### src/cts_pkg.sv
// Operation
// - Internal RC codes 0001..0100 select 1, 2, 4 and 8 MHz nominal.
// - Default fuses pick 1 MHz internal RC with start-up setting 10.
// - Every reset copies the factory 1 MHz calibration byte into trim.
// - Internal RC wakes in 6 cycles; reset delay none, 4.1 ms, 65 ms.
// - Clock-source code 0000 selects the external clock on the input pin.
// - External clock wakes in 6 cycles; reset delay none, 4.1 ms, 65 ms.
// - Trim value sets RC frequency monotonically, zero lowest, all ones top.
// - Software may write the trim register at run time.
// - Watchdog and reset time-out run from the watchdog oscillator tick.
// - Low-power instruction sleeps only when the allow bit is one.
// - Mode select bits live in status, control and extended registers.
// - Interrupt wake stalls four cycles past start-up, then resumes.
// - Waking leaves register file and SRAM contents untouched.
// - Reset during sleep wakes and restarts from the reset vector.
// - Mode codes 000 Idle, 010 Power-down, 110 Standby; rest reserved.
// - Standby keeps the oscillator and resumes after six start-up cycles plus the four-cycle stall.
package cts_pkg;

   // Register offsets on the plain port.
   localparam logic [3:0] CTS_ADDR_TRIM = 4'h0;
   localparam logic [3:0] CTS_ADDR_MCUCTL = 4'h1;
   localparam logic [3:0] CTS_ADDR_MCUSTAT = 4'h2;
   localparam logic [3:0] CTS_ADDR_EXTCTL = 4'h3;
   localparam logic [3:0] CTS_ADDR_STATE = 4'h4;

   // Field positions.
   localparam int CTS_BIT_ALLOW = 5;
   localparam int CTS_BIT_SEL_MID = 4;
   localparam int CTS_BIT_SEL_HI = 5;
   localparam int CTS_BIT_SEL_LO = 7;

   // Reset values.
   localparam logic [7:0] CTS_RST_MCUCTL = 8'h00;
   localparam logic [7:0] CTS_RST_MCUSTAT = 8'h00;
   localparam logic [7:0] CTS_RST_EXTCTL = 8'h00;

   // Fuse codes.
   localparam logic [3:0] CTS_SRC_EXT = 4'h0;
   localparam logic [3:0] CTS_SRC_RC1 = 4'h1;
   localparam logic [3:0] CTS_SRC_RC2 = 4'h2;
   localparam logic [3:0] CTS_SRC_RC4 = 4'h3;
   localparam logic [3:0] CTS_SRC_RC8 = 4'h4;
   localparam logic [1:0] CTS_SUT_NONE = 2'h0;
   localparam logic [1:0] CTS_SUT_SHORT = 2'h1;
   localparam logic [1:0] CTS_SUT_LONG = 2'h2;
   localparam logic [3:0] CTS_DFLT_SRC = CTS_SRC_RC1;
   localparam logic [1:0] CTS_DFLT_SUT = CTS_SUT_LONG;

   // Sleep mode codes.
   localparam logic [2:0] CTS_MODE_IDLE = 3'h0;
   localparam logic [2:0] CTS_MODE_PDOWN = 3'h2;
   localparam logic [2:0] CTS_MODE_STBY = 3'h6;

   // Timing.
   localparam int CTS_CLK_MHZ = 100;
   localparam int CTS_WAKE_CK = 6;
   localparam int CTS_IRQ_STALL_CK = 4;
   localparam int CTS_STBY_CK = 6;
   localparam int CTS_SHORT_US = 4100;
   localparam int CTS_LONG_US = 65000;
   localparam int CTS_SHORT_CYC = CTS_SHORT_US * CTS_CLK_MHZ;
   localparam int CTS_LONG_CYC = CTS_LONG_US * CTS_CLK_MHZ;

   typedef enum logic [2:0] {
      CTS_ST_RUN = 3'b000,
      CTS_ST_SLEEP = 3'b001,
      CTS_ST_START = 3'b010,
      CTS_ST_STALL = 3'b011,
      CTS_ST_RESET = 3'b100
   } cts_state_t;

   typedef struct packed {
      logic [3:0] src;
      logic [1:0] startup_time_fuses;
      logic cap_opt;
   } cts_fuse_t;

   typedef struct packed {
      logic [3:0] addr;
      logic [7:0] wdata;
      logic wr;
      logic rd;
   } cts_bus_t;

   function automatic logic cts_is_rc(input logic [3:0] src);
      cts_is_rc = (src >= CTS_SRC_RC1) && (src <= CTS_SRC_RC8);
   endfunction : cts_is_rc

endpackage : cts_pkg

### src/cts_sync.sv
`timescale 1ns/1ps
module cts_sync import cts_pkg::*; #(
   parameter int WIDTH = 1
) (
   // Clock and reset.
   input wire logic ref_clk_i,
   input wire logic rst_i,
   // Asynchronous in, synchronous out.
   input wire logic [WIDTH-1:0] async_i,
   output logic [WIDTH-1:0] sync_o
);
   logic [WIDTH-1:0] meta_q;
   logic [WIDTH-1:0] meta_d;
   logic [WIDTH-1:0] sync_q;
   logic [WIDTH-1:0] sync_d;

   always_comb begin
      meta_d = async_i;
      sync_d = meta_q;
   end

   always_ff @(posedge ref_clk_i) begin
      if (rst_i) begin
         meta_q <= '0;
         sync_q <= '0;
      end else begin
         meta_q <= meta_d;
         sync_q <= sync_d;
      end
   end

   assign sync_o = sync_q;
endmodule : cts_sync

### src/cts_delay.sv
`timescale 1ns/1ps
module cts_delay import cts_pkg::*; #(
   parameter int WIDTH = 32
) (
   // Clock and reset.
   input wire logic ref_clk_i,
   input wire logic rst_i,
   // Load and count.
   input wire logic load_i,
   input wire logic [WIDTH-1:0] count_i,
   input wire logic tick_i,
   output logic done_o
);
   logic [WIDTH-1:0] cnt_q;
   logic [WIDTH-1:0] cnt_d;

   always_comb begin
      cnt_d = cnt_q;
      if (load_i) begin
         cnt_d = count_i;
      end else if (tick_i && (cnt_q != '0)) begin
         cnt_d = cnt_q - 1'b1;
      end
   end

   always_ff @(posedge ref_clk_i) begin
      if (rst_i) begin
         cnt_q <= '0;
      end else begin
         cnt_q <= cnt_d;
      end
   end

   assign done_o = (cnt_q == '0) && !load_i;
endmodule : cts_delay

### src/cts_top.sv
`timescale 1ns/1ps
module cts_top import cts_pkg::*; #(
   parameter int SHORT_CYC = CTS_SHORT_CYC,
   parameter int LONG_CYC = CTS_LONG_CYC
) (
   // Clock and reset.
   input wire logic ref_clk_i,
   input wire logic rst_i,
   // Non-volatile fuses and factory calibration byte.
   input wire logic [3:0] clock_source_select_fuses_i,
   input wire logic [1:0] startup_time_fuses_i,
   input wire logic oscillator_option_fuse_i,
   input wire logic [7:0] factory_cal_i,
   // External clock pin, sampled, and watchdog oscillator tick.
   input wire logic osc_input_pin_i,
   input wire logic wdt_osc_tick_i,
   // Core events.
   input wire logic sleep_instr_i,
   input wire logic irq_i,
   // Register port.
   input wire logic [3:0] reg_addr_i,
   input wire logic [7:0] reg_wdata_i,
   input wire logic reg_wr_i,
   input wire logic reg_rd_i,
   output logic [7:0] reg_rdata_o,
   // Clock control outputs.
   output logic [7:0] trim_value_o,
   output logic use_ext_clk_o,
   output logic [1:0] rc_freq_sel_o,
   output logic osc_run_o,
   output logic ext_clk_o,
   output logic core_halt_o,
   output logic core_reset_o,
   output logic irq_ack_o,
   output logic [2:0] lowpower_mode_o
);
   cts_bus_t bus;
   cts_fuse_t fuse_q;
   cts_fuse_t fuse_d;
   cts_state_t st_q;
   cts_state_t st_d;
   logic [7:0] trim_q;
   logic [7:0] trim_d;
   logic [7:0] mcuctl_q;
   logic [7:0] mcuctl_d;
   logic [7:0] mcustat_q;
   logic [7:0] mcustat_d;
   logic [7:0] extctl_q;
   logic [7:0] extctl_d;
   logic [7:0] rdata_q;
   logic [7:0] rdata_d;
   logic [2:0] mode_q;
   logic [2:0] mode_d;
   logic [2:0] cyc_q;
   logic [2:0] cyc_d;
   logic use_ext_q;
   logic use_ext_d;
   logic [1:0] freq_q;
   logic [1:0] freq_d;
   logic osc_run_q;
   logic osc_run_d;
   logic halt_q;
   logic halt_d;
   logic creset_q;
   logic creset_d;
   logic ack_q;
   logic ack_d;
   logic ext_pin_s;
   logic ext_clk_q;
   logic ext_clk_d;
   logic armed_q;
   logic armed_d;
   logic [2:0] mode_sel;
   logic dly_load;
   logic [31:0] dly_count;
   logic dly_done;

   // Only the three defined sleep codes count; the rest act as a no-op.
   function automatic logic mode_legal(input logic [2:0] m);
      mode_legal = (m == CTS_MODE_IDLE) || (m == CTS_MODE_PDOWN) ||
                   (m == CTS_MODE_STBY);
   endfunction : mode_legal

   assign bus = '{addr: reg_addr_i, wdata: reg_wdata_i,
                  wr: reg_wr_i, rd: reg_rd_i};
   assign mode_sel = {mcustat_q[CTS_BIT_SEL_HI],
                      mcuctl_q[CTS_BIT_SEL_MID],
                      extctl_q[CTS_BIT_SEL_LO]};

   cts_sync #(.WIDTH(1)) u_pin_sync (
      .ref_clk_i(ref_clk_i),
      .rst_i(rst_i),
      .async_i(osc_input_pin_i),
      .sync_o(ext_pin_s)
   );

   // Reset time-out counts watchdog oscillator ticks, not the system clock.
   cts_delay #(.WIDTH(32)) u_delay (
      .ref_clk_i(ref_clk_i),
      .rst_i(rst_i),
      .load_i(dly_load),
      .count_i(dly_count),
      .tick_i(wdt_osc_tick_i),
      .done_o(dly_done)
   );

   // Fuses are caught on every cycle of the reset phase and held once it ends.
   always_comb begin
      fuse_d = fuse_q;
      armed_d = (st_q == CTS_ST_RESET);
      if (st_q == CTS_ST_RESET) begin
         fuse_d = '{src: clock_source_select_fuses_i,
                    startup_time_fuses: startup_time_fuses_i,
                    cap_opt: oscillator_option_fuse_i};
      end
   end

   always_comb begin
      dly_load = 1'b0;
      dly_count = 32'h0000_0000;
      // Loaded once on entry, so that the count can then run down.
      if (st_q == CTS_ST_RESET && !armed_q) begin
         dly_load = 1'b1;
         unique case (startup_time_fuses_i)
            CTS_SUT_SHORT: dly_count = 32'(SHORT_CYC);
            CTS_SUT_LONG: dly_count = 32'(LONG_CYC);
            default: dly_count = 32'h0000_0000;
         endcase
      end
   end

   // Software-visible registers; the reset phase reloads the factory trim.
   always_comb begin
      trim_d = trim_q;
      mcuctl_d = mcuctl_q;
      mcustat_d = mcustat_q;
      extctl_d = extctl_q;
      rdata_d = 8'h00;
      if (bus.wr) begin
         unique case (bus.addr)
            CTS_ADDR_TRIM: trim_d = bus.wdata;
            CTS_ADDR_MCUCTL: mcuctl_d = bus.wdata;
            CTS_ADDR_MCUSTAT: mcustat_d = bus.wdata;
            CTS_ADDR_EXTCTL: extctl_d = bus.wdata;
            default: ;
         endcase
      end
      if (bus.rd) begin
         unique case (bus.addr)
            CTS_ADDR_TRIM: rdata_d = trim_q;
            CTS_ADDR_MCUCTL: rdata_d = mcuctl_q;
            CTS_ADDR_MCUSTAT: rdata_d = mcustat_q;
            CTS_ADDR_EXTCTL: rdata_d = extctl_q;
            // The state view packs option fuse, source, state and rate.
            CTS_ADDR_STATE: rdata_d = {fuse_q.cap_opt, 1'b0, use_ext_q, st_q,
                                       freq_q};
            default: rdata_d = 8'h00;
         endcase
      end
      if (st_q == CTS_ST_RESET) begin
         trim_d = factory_cal_i;
      end
   end

   // Clock selection and sleep sequencing.
   always_comb begin
      st_d = st_q;
      mode_d = mode_q;
      cyc_d = cyc_q;
      halt_d = halt_q;
      creset_d = 1'b0;
      ack_d = 1'b0;
      osc_run_d = 1'b1;
      use_ext_d = (fuse_q.src == CTS_SRC_EXT);
      freq_d = freq_q;
      if (cts_is_rc(fuse_q.src)) begin
         freq_d = 2'(fuse_q.src - CTS_SRC_RC1);
      end
      // The pin reaches the clock output only with the external source.
      ext_clk_d = ext_pin_s & use_ext_d;
      unique case (st_q)
         CTS_ST_RESET: begin
            halt_d = 1'b1;
            creset_d = 1'b1;
            // Hold the core until the start-up delay has run out.
            if (dly_done) begin
               st_d = CTS_ST_RUN;
               halt_d = 1'b0;
               creset_d = 1'b0;
            end
         end
         CTS_ST_RUN: begin
            // Reserved mode codes are ignored like a cleared allow bit.
            if (sleep_instr_i && mcuctl_q[CTS_BIT_ALLOW] &&
                mode_legal(mode_sel)) begin
               st_d = CTS_ST_SLEEP;
               mode_d = mode_sel;
               halt_d = 1'b1;
            end
         end
         CTS_ST_SLEEP: begin
            // Sleep gates the core and, in power-down, the oscillator; no storage is touched here.
            osc_run_d = (mode_q != CTS_MODE_PDOWN);
            if (irq_i) begin
               st_d = CTS_ST_START;
               cyc_d = (mode_q == CTS_MODE_PDOWN) ?
                       3'(CTS_WAKE_CK - 1) : 3'(CTS_STBY_CK - 1);
               if (mode_q == CTS_MODE_IDLE) begin
                  st_d = CTS_ST_STALL;
                  cyc_d = 3'(CTS_IRQ_STALL_CK - 1);
               end
            end
         end
         CTS_ST_START: begin
            // Oscillator restart time before the core stall.
            if (cyc_q == 3'h0) begin
               st_d = CTS_ST_STALL;
               cyc_d = 3'(CTS_IRQ_STALL_CK - 1);
            end else begin
               cyc_d = cyc_q - 3'h1;
            end
         end
         CTS_ST_STALL: begin
            // Hand control back so the core services the interrupt.
            if (cyc_q == 3'h0) begin
               st_d = CTS_ST_RUN;
               halt_d = 1'b0;
               ack_d = 1'b1;
            end else begin
               cyc_d = cyc_q - 3'h1;
            end
         end
         default: st_d = CTS_ST_RESET;
      endcase
   end

   // Fuse capture and start-up delay arming.
   always_ff @(posedge ref_clk_i) begin
      if (rst_i) begin
         fuse_q <= '{src: CTS_DFLT_SRC, startup_time_fuses: CTS_DFLT_SUT,
                     cap_opt: 1'b1};
         armed_q <= 1'b0;
      end else begin
         fuse_q <= fuse_d;
         armed_q <= armed_d;
      end
   end

   // Software-visible registers.
   always_ff @(posedge ref_clk_i) begin
      if (rst_i) begin
         trim_q <= 8'h00;
         mcuctl_q <= CTS_RST_MCUCTL;
         mcustat_q <= CTS_RST_MCUSTAT;
         extctl_q <= CTS_RST_EXTCTL;
         rdata_q <= 8'h00;
      end else begin
         trim_q <= trim_d;
         mcuctl_q <= mcuctl_d;
         mcustat_q <= mcustat_d;
         extctl_q <= extctl_d;
         rdata_q <= rdata_d;
      end
   end

   // Sequencer and clock-control outputs.
   always_ff @(posedge ref_clk_i) begin
      if (rst_i) begin
         st_q <= CTS_ST_RESET;
         mode_q <= CTS_MODE_IDLE;
         cyc_q <= 3'h0;
         halt_q <= 1'b1;
         creset_q <= 1'b1;
         ack_q <= 1'b0;
         osc_run_q <= 1'b1;
         use_ext_q <= 1'b0;
         freq_q <= 2'h0;
         ext_clk_q <= 1'b0;
      end else begin
         st_q <= st_d;
         mode_q <= mode_d;
         cyc_q <= cyc_d;
         halt_q <= halt_d;
         creset_q <= creset_d;
         ack_q <= ack_d;
         osc_run_q <= osc_run_d;
         use_ext_q <= use_ext_d;
         freq_q <= freq_d;
         ext_clk_q <= ext_clk_d;
      end
   end

   // Trim goes straight to the oscillator, whose rate rises with the code.
   assign trim_value_o = trim_q;
   assign use_ext_clk_o = use_ext_q;
   assign rc_freq_sel_o = freq_q;
   assign osc_run_o = osc_run_q;
   assign ext_clk_o = ext_clk_q;
   assign core_halt_o = halt_q;
   assign core_reset_o = creset_q;
   assign irq_ack_o = ack_q;
   assign lowpower_mode_o = mode_q;
   assign reg_rdata_o = rdata_q;
endmodule : cts_top

### config.mk
export PLATFORM = sky130hd
export DESIGN_NAME = cts_top
export DESIGN_NICKNAME = d
export VERILOG_FILES = /design/src/cts_pkg.sv /design/src/cts_sync.sv /design/src/cts_delay.sv /design/src/cts_top.sv
export SDC_FILE = /design/constraint.sdc
export NUM_CORES = 1
export LEC_CHECK = 0
export BUFFER_PORTS_ARGS = -buffer_cell sky130_fd_sc_hd__buf_4
export CAP_MARGIN = 25
export CORE_ASPECT_RATIO = 1.75
export CORE_UTILIZATION = 30
export DETAILED_ROUTE_END_ITERATION = 10
export GPL_TIMING_DRIVEN = 0
export PLACE_DENSITY = 0.48
export SYNTH_ARGS = -nofsm -noshare
export SYNTH_HDL_FRONTEND = slang
export SYNTH_HIERARCHICAL = 1
export SYNTH_SLANG_ARGS = --single-unit
### constraint.sdc
create_clock -name ref_clk_i -period 6.3 [get_ports ref_clk_i]
set_input_delay 0.63 -clock ref_clk_i [delete_from_list [all_inputs] [get_ports ref_clk_i]]
set_output_delay 0.63 -clock ref_clk_i [all_outputs]
set_load 0.01 [all_outputs]
== After elaboration in Yosys (flattened, before gate mapping) ==
Cells that the tools add are included.

* Output and inout bits: 27
* Register bits after elaboration: 97
* Input bits: 35

* Equal/unequal tests: 19
* Reduce and logical (&&, ||, !) cells: 34
* Add/subtract/negate cells: 3
* Mux-type cells: 27
* Order comparisons: 2
* Bitwise operators: 4

{| class="wikitable"
|+ Operators by type and width
! kind !! count
|-
| 2-to-1 mux 32 bit || 2
|-
| case mux 23 bit (2 select lines) || 1
|-
| case mux 8 bit (5 select lines) || 1
|-
| logical NOT 32 bit || 1
|-
| nonzero test 32 bit || 1
|-
| subtractor 32 x 1 -> 32 bit (second input constant) || 1
|-
| 2-to-1 mux 3 bit || 9
|-
| 2-to-1 mux 8 bit || 3
|-
| 2-to-1 mux 23 bit || 1
|-
| case mux 3 bit (5 select lines) || 1
|-
| logical NOT 3 bit || 4
|-
| != test 2 bit (second input constant) || 5
|-
| AND reduction 2 bit || 5
|-
| == test 3 x 2 -> 1 bit (second input constant) || 3
|-
| case mux 3 bit (3 select lines) || 1
|-
| == test 4 x 2 -> 1 bit (second input constant) || 2
|-
| logical NOT 4 bit || 2
|-
| 2-to-1 mux 1 bit || 7
|-
| == test 3 bit (second input constant) || 2
|-
| logical AND 1 bit || 6
|-
| AND reduction 3 bit || 2
|-
| nonzero test 2 bit || 3
|-
| nonzero test 3 bit || 2
|-
| OR reduction 2 bit || 3
|-
| 17 further kinds || 21
|}

== Logic depth before layout (Yosys ltp) ==
Gate-level depths: netlist of run 1.

* Depth in word-level cells: 7
* Depth in mapped cells: 10
* Gate-level depth less buffers: 9

== Hierarchy ==
The synthesis of run 1 kept the hierarchy.

{| class="wikitable"
|+ Modules (own cells, without submodules)
! module !! area each (sq um) !! sequential area each (sq um) !! times used !! cells each
|-
| cts_top || 2,884.0 || 1,261.2 || 1 || 319
|-
| cts_delay || 2,031.9 || 640.6 || 1 || 254
|-
| cts_sync || 52.6 || 40.0 || 1 || 4
|}

== Worst setup path before layout of run 1 ==
OpenSTA, ideal clock, no wires.

* Kind: reg2reg
* Start point: reg u_delay.cnt_q[15]
* End point: reg u_delay.cnt_q[22]
* Required time: 6.209 ns
* Setup time: 0.091 ns
* Arrival: 2.228 ns
* Cell stages (with the launch flop): 7
* Slack: 3.981 ns
* Cell sequence: dfxtp_1 buf_6 or4_4 or3_1 or4_1 or3_1 a311oi_1

* Cells in the longest elaborated chain, start to end: 3
* Elaborated cells between the ends (all ways): 6
* Those cells by class: add/sub (1); mux (2); reduce/logical (3)

{| class="wikitable"
|+ RTL lines
! element !! line !! text
|-
| from (decl) || cts_delay.sv:14 || <nowiki>logic [WIDTH-1:0] cnt_q;</nowiki>
|-
| from (signal assigned) || cts_delay.sv:30 || <nowiki>cnt_q <= cnt_d;</nowiki>
|-
| subtractor 32 x 1 -> 32 bit or nonzero test 32 bit (tied branches) || cts_delay.sv:22, cts_delay.sv:21 ||
|-
| 2-to-1 mux 32 bit or logical AND 1 bit (tied branches) || cts_delay.sv:21 || <nowiki>end else if (tick_i && (cnt_q != '0)) begin</nowiki>
|-
| 2-to-1 mux 32 bit or nonzero test 2 bit (tied branches) || n/a ||
|}

Several ways; a longest one is shown, not always the timed one. The select of a mux whose other input is x is not followed.
A chain may end at the register's enable or synchronous reset.

== Worst setup path after layout of run 1 ==
* Start point: reg u_delay.cnt_q[15]
* End point: reg halt_q (netlist: core_halt_o)

* Cells in the longest elaborated chain, start to end: 4

{| class="wikitable"
|+ RTL lines
! element !! line !! text
|-
| logical NOT 32 bit || cts_delay.sv:34 || <nowiki>assign done_o = (cnt_q == '0) && !load_i;</nowiki>
|-
| logical AND 1 bit || cts_delay.sv:34 ||
|-
| net dly_done || cts_top.sv:76 || <nowiki>logic dly_done;</nowiki>
|-
| 2-to-1 mux 1 bit || cts_top.sv:186 || <nowiki>if (dly_done) begin</nowiki>
|-
| case mux 1 bit (3 select lines) || cts_top.sv:181 || <nowiki>unique case (st_q)</nowiki>
|-
| to (signal assigned) || cts_top.sv:283 || <nowiki>halt_q <= halt_d;</nowiki>
|-
| to (decl) || cts_top.sv:62 || <nowiki>logic halt_q;</nowiki>
|}

The timed path passes the listed nets, and every way through them passes these cells.

==> run_results.csv, run 1 <==
group,metric,value,unit
outcome,status,"finished clean",
synthesis,synthCells,577,
critical_path,crit_start,"u_delay/cnt_q[15]",
floorplan,die_w,99.3,um
synthesis,synth_compound_area_share,20.1,%
synthesis,synthSimpleGateAreaFrac,25.2,%
hold_path,min-delay-start,"u_pin_sync/sync_o",
synthesis,synth_cell_types,72,
clocking,clock-root-buffer,"clkbuf_16",
global_route,grt_pass1_wl,27000,um
synthesis,synthMuxAreaShare,7.68,%
global_route,grt_remaining_overflow,0,
job,cap_viol_max_count,0,
critical_path,crit_arrival,3380,ps
synthesis,ys_top_cells_by_area,"dfxtp_1 (39%), mux2i_1 (5.6%), nand2_1 (4.3%), a311oi_1 (4.2%), o21ai_0 (3.6%)",
synthesis,synth_edf_count,0,
clocking,cts_buffer_depth,2,
hold_path,min-delay-path-class,"flip-flop to flip-flop",
synthesis,yosysTopAreaCell,"dfxtp_1",
routing,remaining_drc_errors,0,
floorplan,fp.dieH,172,um
routing,drt_iter0_drc,162,
critical_path,regToRegStartpoint,"u_delay/cnt_q[15]",
critical_path,cp-start-kind,"flip-flop",
critical_path,path_class,"flip-flop to flip-flop",
critical_path,critPathRequiredTime,6500,ps
clocking,cts_num_sinks,97,
timing,slew_violations,0,
synthesis,synth_top_family_by_area,"simple AND/OR/NAND/NOR gates",
synthesis,synth_commonest_cells,"dfxtp_1 (97), nand2_1 (57), nor2_1 (41), o21ai_0 (36), mux2i_1 (28)",
place,dp_hpwl,13200,um
synthesis,synthAdderAreaFrac,1.76,%
global_route,antenna_found_initial,0,
clocking,numCtsBuffers,9,
synthesis,netlist_area,4970,um2
synthesis,synthArstFlopShare,0,%
clocking,clkTransAtPathRegs,80,ps
clocking,postCtsSetupRepairBufs,0,
floorplan,rows,61,
synthesis,yosysTopAreaCellShare,39.1,%
timing,hold_ws,443,ps
timing,period_share,50.5,%
timing,slew_headroom,42.3,%
routing,ant_nets,0,
floorplan,core-area,16000,um2
global_route,grt_max_degree,20,
layout,diodes,0,
timing,worstMarginPinSlew,857,ps
timing,rsz0062_at_grt,"no",
critical_path,path_max_fanout,9,
critical_path,crit_path_end_kind,"flip-flop",
routing,wl_per_cell,20.1,um
routing,avgViaCountPerCell,5.68,
timing,skew,9.94,ps
clocking,htree_num_levels,3,
power_and_ir_drop,peakVddDrop,0.122,mV
synthesis,synthXorXnorAreaFrac,0.881,%
synthesis,syn-mean-instance-area,8.61,um2
place,io_buffers,59,
synthesis,synth_warnings,6,
synthesis,synth-seq-cells,97,
floorplan,pin_count,62,
routing,wl,17300,um
layout,syn_to_final_growth,21.2,%
routing,via_count,4885,
timing,setup_viol,0,
floorplan,dieArea,17100,um2
synthesis,seq_area_frac_synth,39.1,%
clocking,ctsHoldBuffers,0,
synthesis,synth.most_common_cell,"dfxtp_1",
power_and_ir_drop,cellLeakagePower,2.32,nW
clocking,insertion_delay,340,ps
floorplan,floorplan.initialDensity,31.0,%
synthesis,yosys_most_used_dff,"dfxtp_1",
routing,drtPass1Iterations,4,
timing,period_minus_slack,3180,ps
layout,fin_area,6020,um2
layout,drive_gt1_share,16.5,%
timing,setup_tns,0,ps
timing,hold_viol_final,0,
power_and_ir_drop,power_density,237,nW/um2
place,dpl_cell_area,5720,um2
global_route,grt_use_total,20.7,%
clocking,cts_tree,"built",
global_route,grt_pass1_vias,5059,
timing,max_freq,314,MHz
place,globalplace.congestion,0.883,
layout,final_nets,708,
clocking,ctsResizeCount,0,
[path summary, 6_finish.rpt]
kind	to	slack (ps)	cells past startpoint
min	ext_clk_o	440	1
min reg2reg	ext_clk_o	440	1
max reg2reg	core_halt_o	3120	8
max	core_halt_o	3120	8
[state kept, by name, summed over array words and instances, names as in the netlist, 5 cells and up]
signal         count
reg_rdata_o        8
mcuctl_q           8
u_delay/cnt_q     32
extctl_q           8
trim_value_o       8
fuse_q             5
mcustat_q          8
[per-layer routing]
metal	share of wire [%]	up-vias	GRT usage [%]
li1	-	2335	-
met1	36	2359	20.9
met2	54	140	39.8
met3	3.9	51	3.03
met4	5.1	0	12.1
met5	0	-	0
[cells by family (layout without fill, tap and decap cells)]
family	Yosys count	after routing
flops	97	97
other cells	1	19
mux	36	36
compound gates	143	143
simple gates	233	233
xor+xnor	5	5
fa+ha+maj	7	7
buf+inv	55	131
[power breakdown]
group          internal [W]  switching (W)
clock network      0.000281       0.000274
logic             0.0000797       0.000131
registers          0.000637      0.0000241
total              0.000998       0.000429
[cell usage in the layout, fill, tap and decap left out, types with 10 or more instances in the layout]
cell type  instances
nor2_1            41
nor3_1            12
nand2_1           57
conb_1            19
nor4_1            10
mux2i_1           28
a311oi_1          24
clkbuf_1          19
nand3_1           27
buf_4             65
dfxtp_1           97
a21oi_1           18
inv_1             19
o21ai_0           36
or4_1             12
[critical path, stage by stage, from the launching register on]
cell and delay, ps:
dfxtp_1 320, buf_6 130, nor4_1 680, nand4b_1 610, nor4_1 730, and2_1 270, nand2_1 70, mux2i_1 160
o31ai_1 80
[through the flow]
step	power (W)	setup WS, ps	std cells	util [%]
detailed placement	0.000884	3120	843	35.7
global route	0.00148	2890	860	37.6
global placement	0.000880	3220	843	35.7
CTS	0.00143	3100	859	37.5
finish	0.00143	3120	860	37.6
floorplan	0.000799	3980	595	-
[final cells by class]
cell class,count,area (um2)
Inverter,19,71.3
Tap cell,189,236
Timing Repair Buffer,60,450
Fill cell,1703,10000
Sequential cell,97,1940
Clock buffer,9,225
Buffer,36,190
Clock inverter,7,71.3
Multi-Input combinational cell,443,2830
Power figures use the tool's default switching activity.
==> run 2, diff against run 1 <==
PLACE_DENSITY = 0.49   (was 0.48)
clock period = 2.6 ns   (was 6.3 ns; I/O delays follow)
==> run_results.csv, run 2 (synthesis gave the netlist of run 1 again) <==
group,metric,value,unit
critical_path,cp-start-kind,"flip-flop",
power_and_ir_drop,cellLeakagePower,2.38,nW
floorplan,floorplan.initialDensity,31.0,%
global_route,grt_remaining_overflow,0,
routing,wl_per_cell,20.2,um
critical_path,r2r_slack,130,ps
power_and_ir_drop,p_sw,0.00103,W
critical_path,reg2reg_to,"u_delay/cnt_q[21]",
timing,period_share,95.1,%
power_and_ir_drop,p_clk_share,41.4,%
clocking,insertion_delay,350,ps
critical_path,path_class,"flip-flop to flip-flop",
place,dpl_cell_area,5720,um2
timing,slew_headroom,32.6,%
place,globalplace.congestion,0.866,
critical_path,path_max_fanout,10,
outcome,status,"finished clean",
layout,fin_area,6200,um2
layout,n_fill_cell,1656,
power_and_ir_drop,power.total,0.00368,W
power_and_ir_drop,intPower,0.00264,W
critical_path,regToRegStartpoint,"u_delay/cnt_q[5]",
power_and_ir_drop,p_sw_share,28.1,%
layout,multi_input_comb_area,2940,um2
clocking,clkTransAtPathRegs,80,ps
place,io_buffers,59,
critical_path,cp.buffers_inverters,1,
floorplan,die_w,99.3,um
routing,avgViaCountPerCell,5.65,
layout,regArea,1940,um2
clocking,htree_num_levels,3,
critical_path,crit_arrival,2730,ps
routing,drtPass1Iterations,5,
job,cap_viol_max_count,0,
hold_path,min_to,"u_pin_sync/meta_q",
clocking,clock-root-buffer,"clkbuf_16",
clocking,cts_num_sinks,97,
hold_path,worstHoldPathCells,2,
routing,via_count,4876,
timing,hold_viol_final,0,
timing,slew_violations,0,
layout,final_nets,711,
timing,period_minus_slack,2470,ps
floorplan,rows,61,
global_route,grt_use_total,20.8,%
floorplan,dieArea,17100,um2
floorplan,pin_count,62,
layout,largest_reg_flops,32,
global_route,grt_pass1_wl,27100,um
timing,max_freq,405,MHz
place,dp_hpwl,13100,um
critical_path,critPathSlowestCell,"nor4_4",
routing,remaining_drc_errors,0,
hold_path,min-delay-start,"osc_input_pin_i",
routing,drt_iter0_drc,218,
clocking,cts_buffer_depth,2,
critical_path,critical_path.top_delay_family,"simple AND/OR/NAND/NOR gates",
global_route,antenna_found_initial,0,
timing,rsz0062_at_grt,"no",
layout,syn_to_final_growth,24.8,%
routing,wl,17400,um
clocking,cts_tree,"built",
clocking,numCtsBuffers,9,
global_route,grt_pass1_vias,4979,
critical_path,slowest_delay,480,ps
power_and_ir_drop,p_comb_share,14.8,%
layout,final_util,38.7,%
critical_path,worstRegToRegCells,6,
timing,setup_viol,0,
power_and_ir_drop,power_density,593,nW/um2
routing,ant_nets,0,
floorplan,core-area,16000,um2
timing,skew,9.75,ps
timing,hold_ws,121,ps
layout,final_cell_mix,"dfxtp_1 (97), buf_4 (69), nand2_1 (56)",
critical_path,critPathRequiredTime,2860,ps
global_route,grt_max_degree,18,
layout,largest-register,"u_delay/cnt_q",
power_and_ir_drop,peakVddDrop,0.391,mV
floorplan,fp.dieH,172,um
hold_path,min-delay-path-class,"primary input to flip-flop",
layout,final_common_cell,"dfxtp_1",
critical_path,crit_chain,"nor4_4 -> nand3_2 -> a211o_1 -> clkbuf_4 -> or3_2 -> a311oi_2",
critical_path,crit_path_end_kind,"flip-flop",
layout,drive_gt1_share,19.6,%
timing,worstMarginPinSlew,1010,ps
layout,diodes,0,
power_and_ir_drop,seq_power_share,43.8,%
run 2: layout make-up:
cell class,instances,share of cell area (%)
inverter,19,1.15
clock inverter,6,1.55
timing repair buffer,64,7.75
multi-input combinational,443,47.5
clock buffer,10,3.85
buffer,35,3.09
tap,189,3.81
sequential,97,31.3
run 2: worst max path at each step:
| stage | startpoint | to | slack (ps) | cells after the start |
|---|---|---|---|---|
| after floorplan | u_delay/cnt_q[15] | u_delay/cnt_q[22] | 280 | 6 |
| after global placement | u_delay/cnt_q[15] | core_halt_o | -480 | 8 |
| after detailed placement | u_delay/cnt_q[15] | core_halt_o | -540 | 8 |
| after CTS | st_q[2] | u_delay/cnt_q[18] | 10 | 7 |
| after global routing | u_delay/cnt_q[5] | u_delay/cnt_q[21] | 20 | 6 |
| final | u_delay/cnt_q[5] | u_delay/cnt_q[21] | 130 | 6 |
run 2: power groups by stage:
stage | combinational (W) | sequential [W] | clock, W
CTS | 0.000530 | 0.00161 | 0.00155
finish | 0.000545 | 0.00161 | 0.00152
global placement | 0.000501 | 0.00163 | 0
floorplan | 0.000312 | 0.00162 | 0
global route | 0.000590 | 0.00162 | 0.00161
detailed placement | 0.000509 | 0.00164 | 0
run 2: what timing repair did:
action                                  in CTS  in global routing
pin swaps                                    2                  2
endpoints found under the setup margin      33                 14
gates resized for setup                     14                  8
hold buffers                                 0                  0
setup buffers                                4                  1
run 2: routing by layer:
metal  wire [um]  global-route usage [%]  share of wire, %
met1        6610                    21.4                38
met2        9440                    39.5                54
met3         639                    2.43               3.7
met4         747                    12.8               4.3
met5           0                       0                 0
run 2: worst reg2reg max path, stage by stage (launching register included):
cell	delay, ps
dfxtp_1	380
nor4_4	480
nand3_2	260
a211o_1	370
clkbuf_4	230
or3_2	430
a311oi_2	240
run 2: per-stage QoR:
step,instances,worst slack (ps),TNS (ps)
global route,863,16.5,0
global placement,843,-478,-7180
CTS,863,13.0,0
finish,863,128,0
detailed placement,843,-544,-8660
floorplan,595,281,0
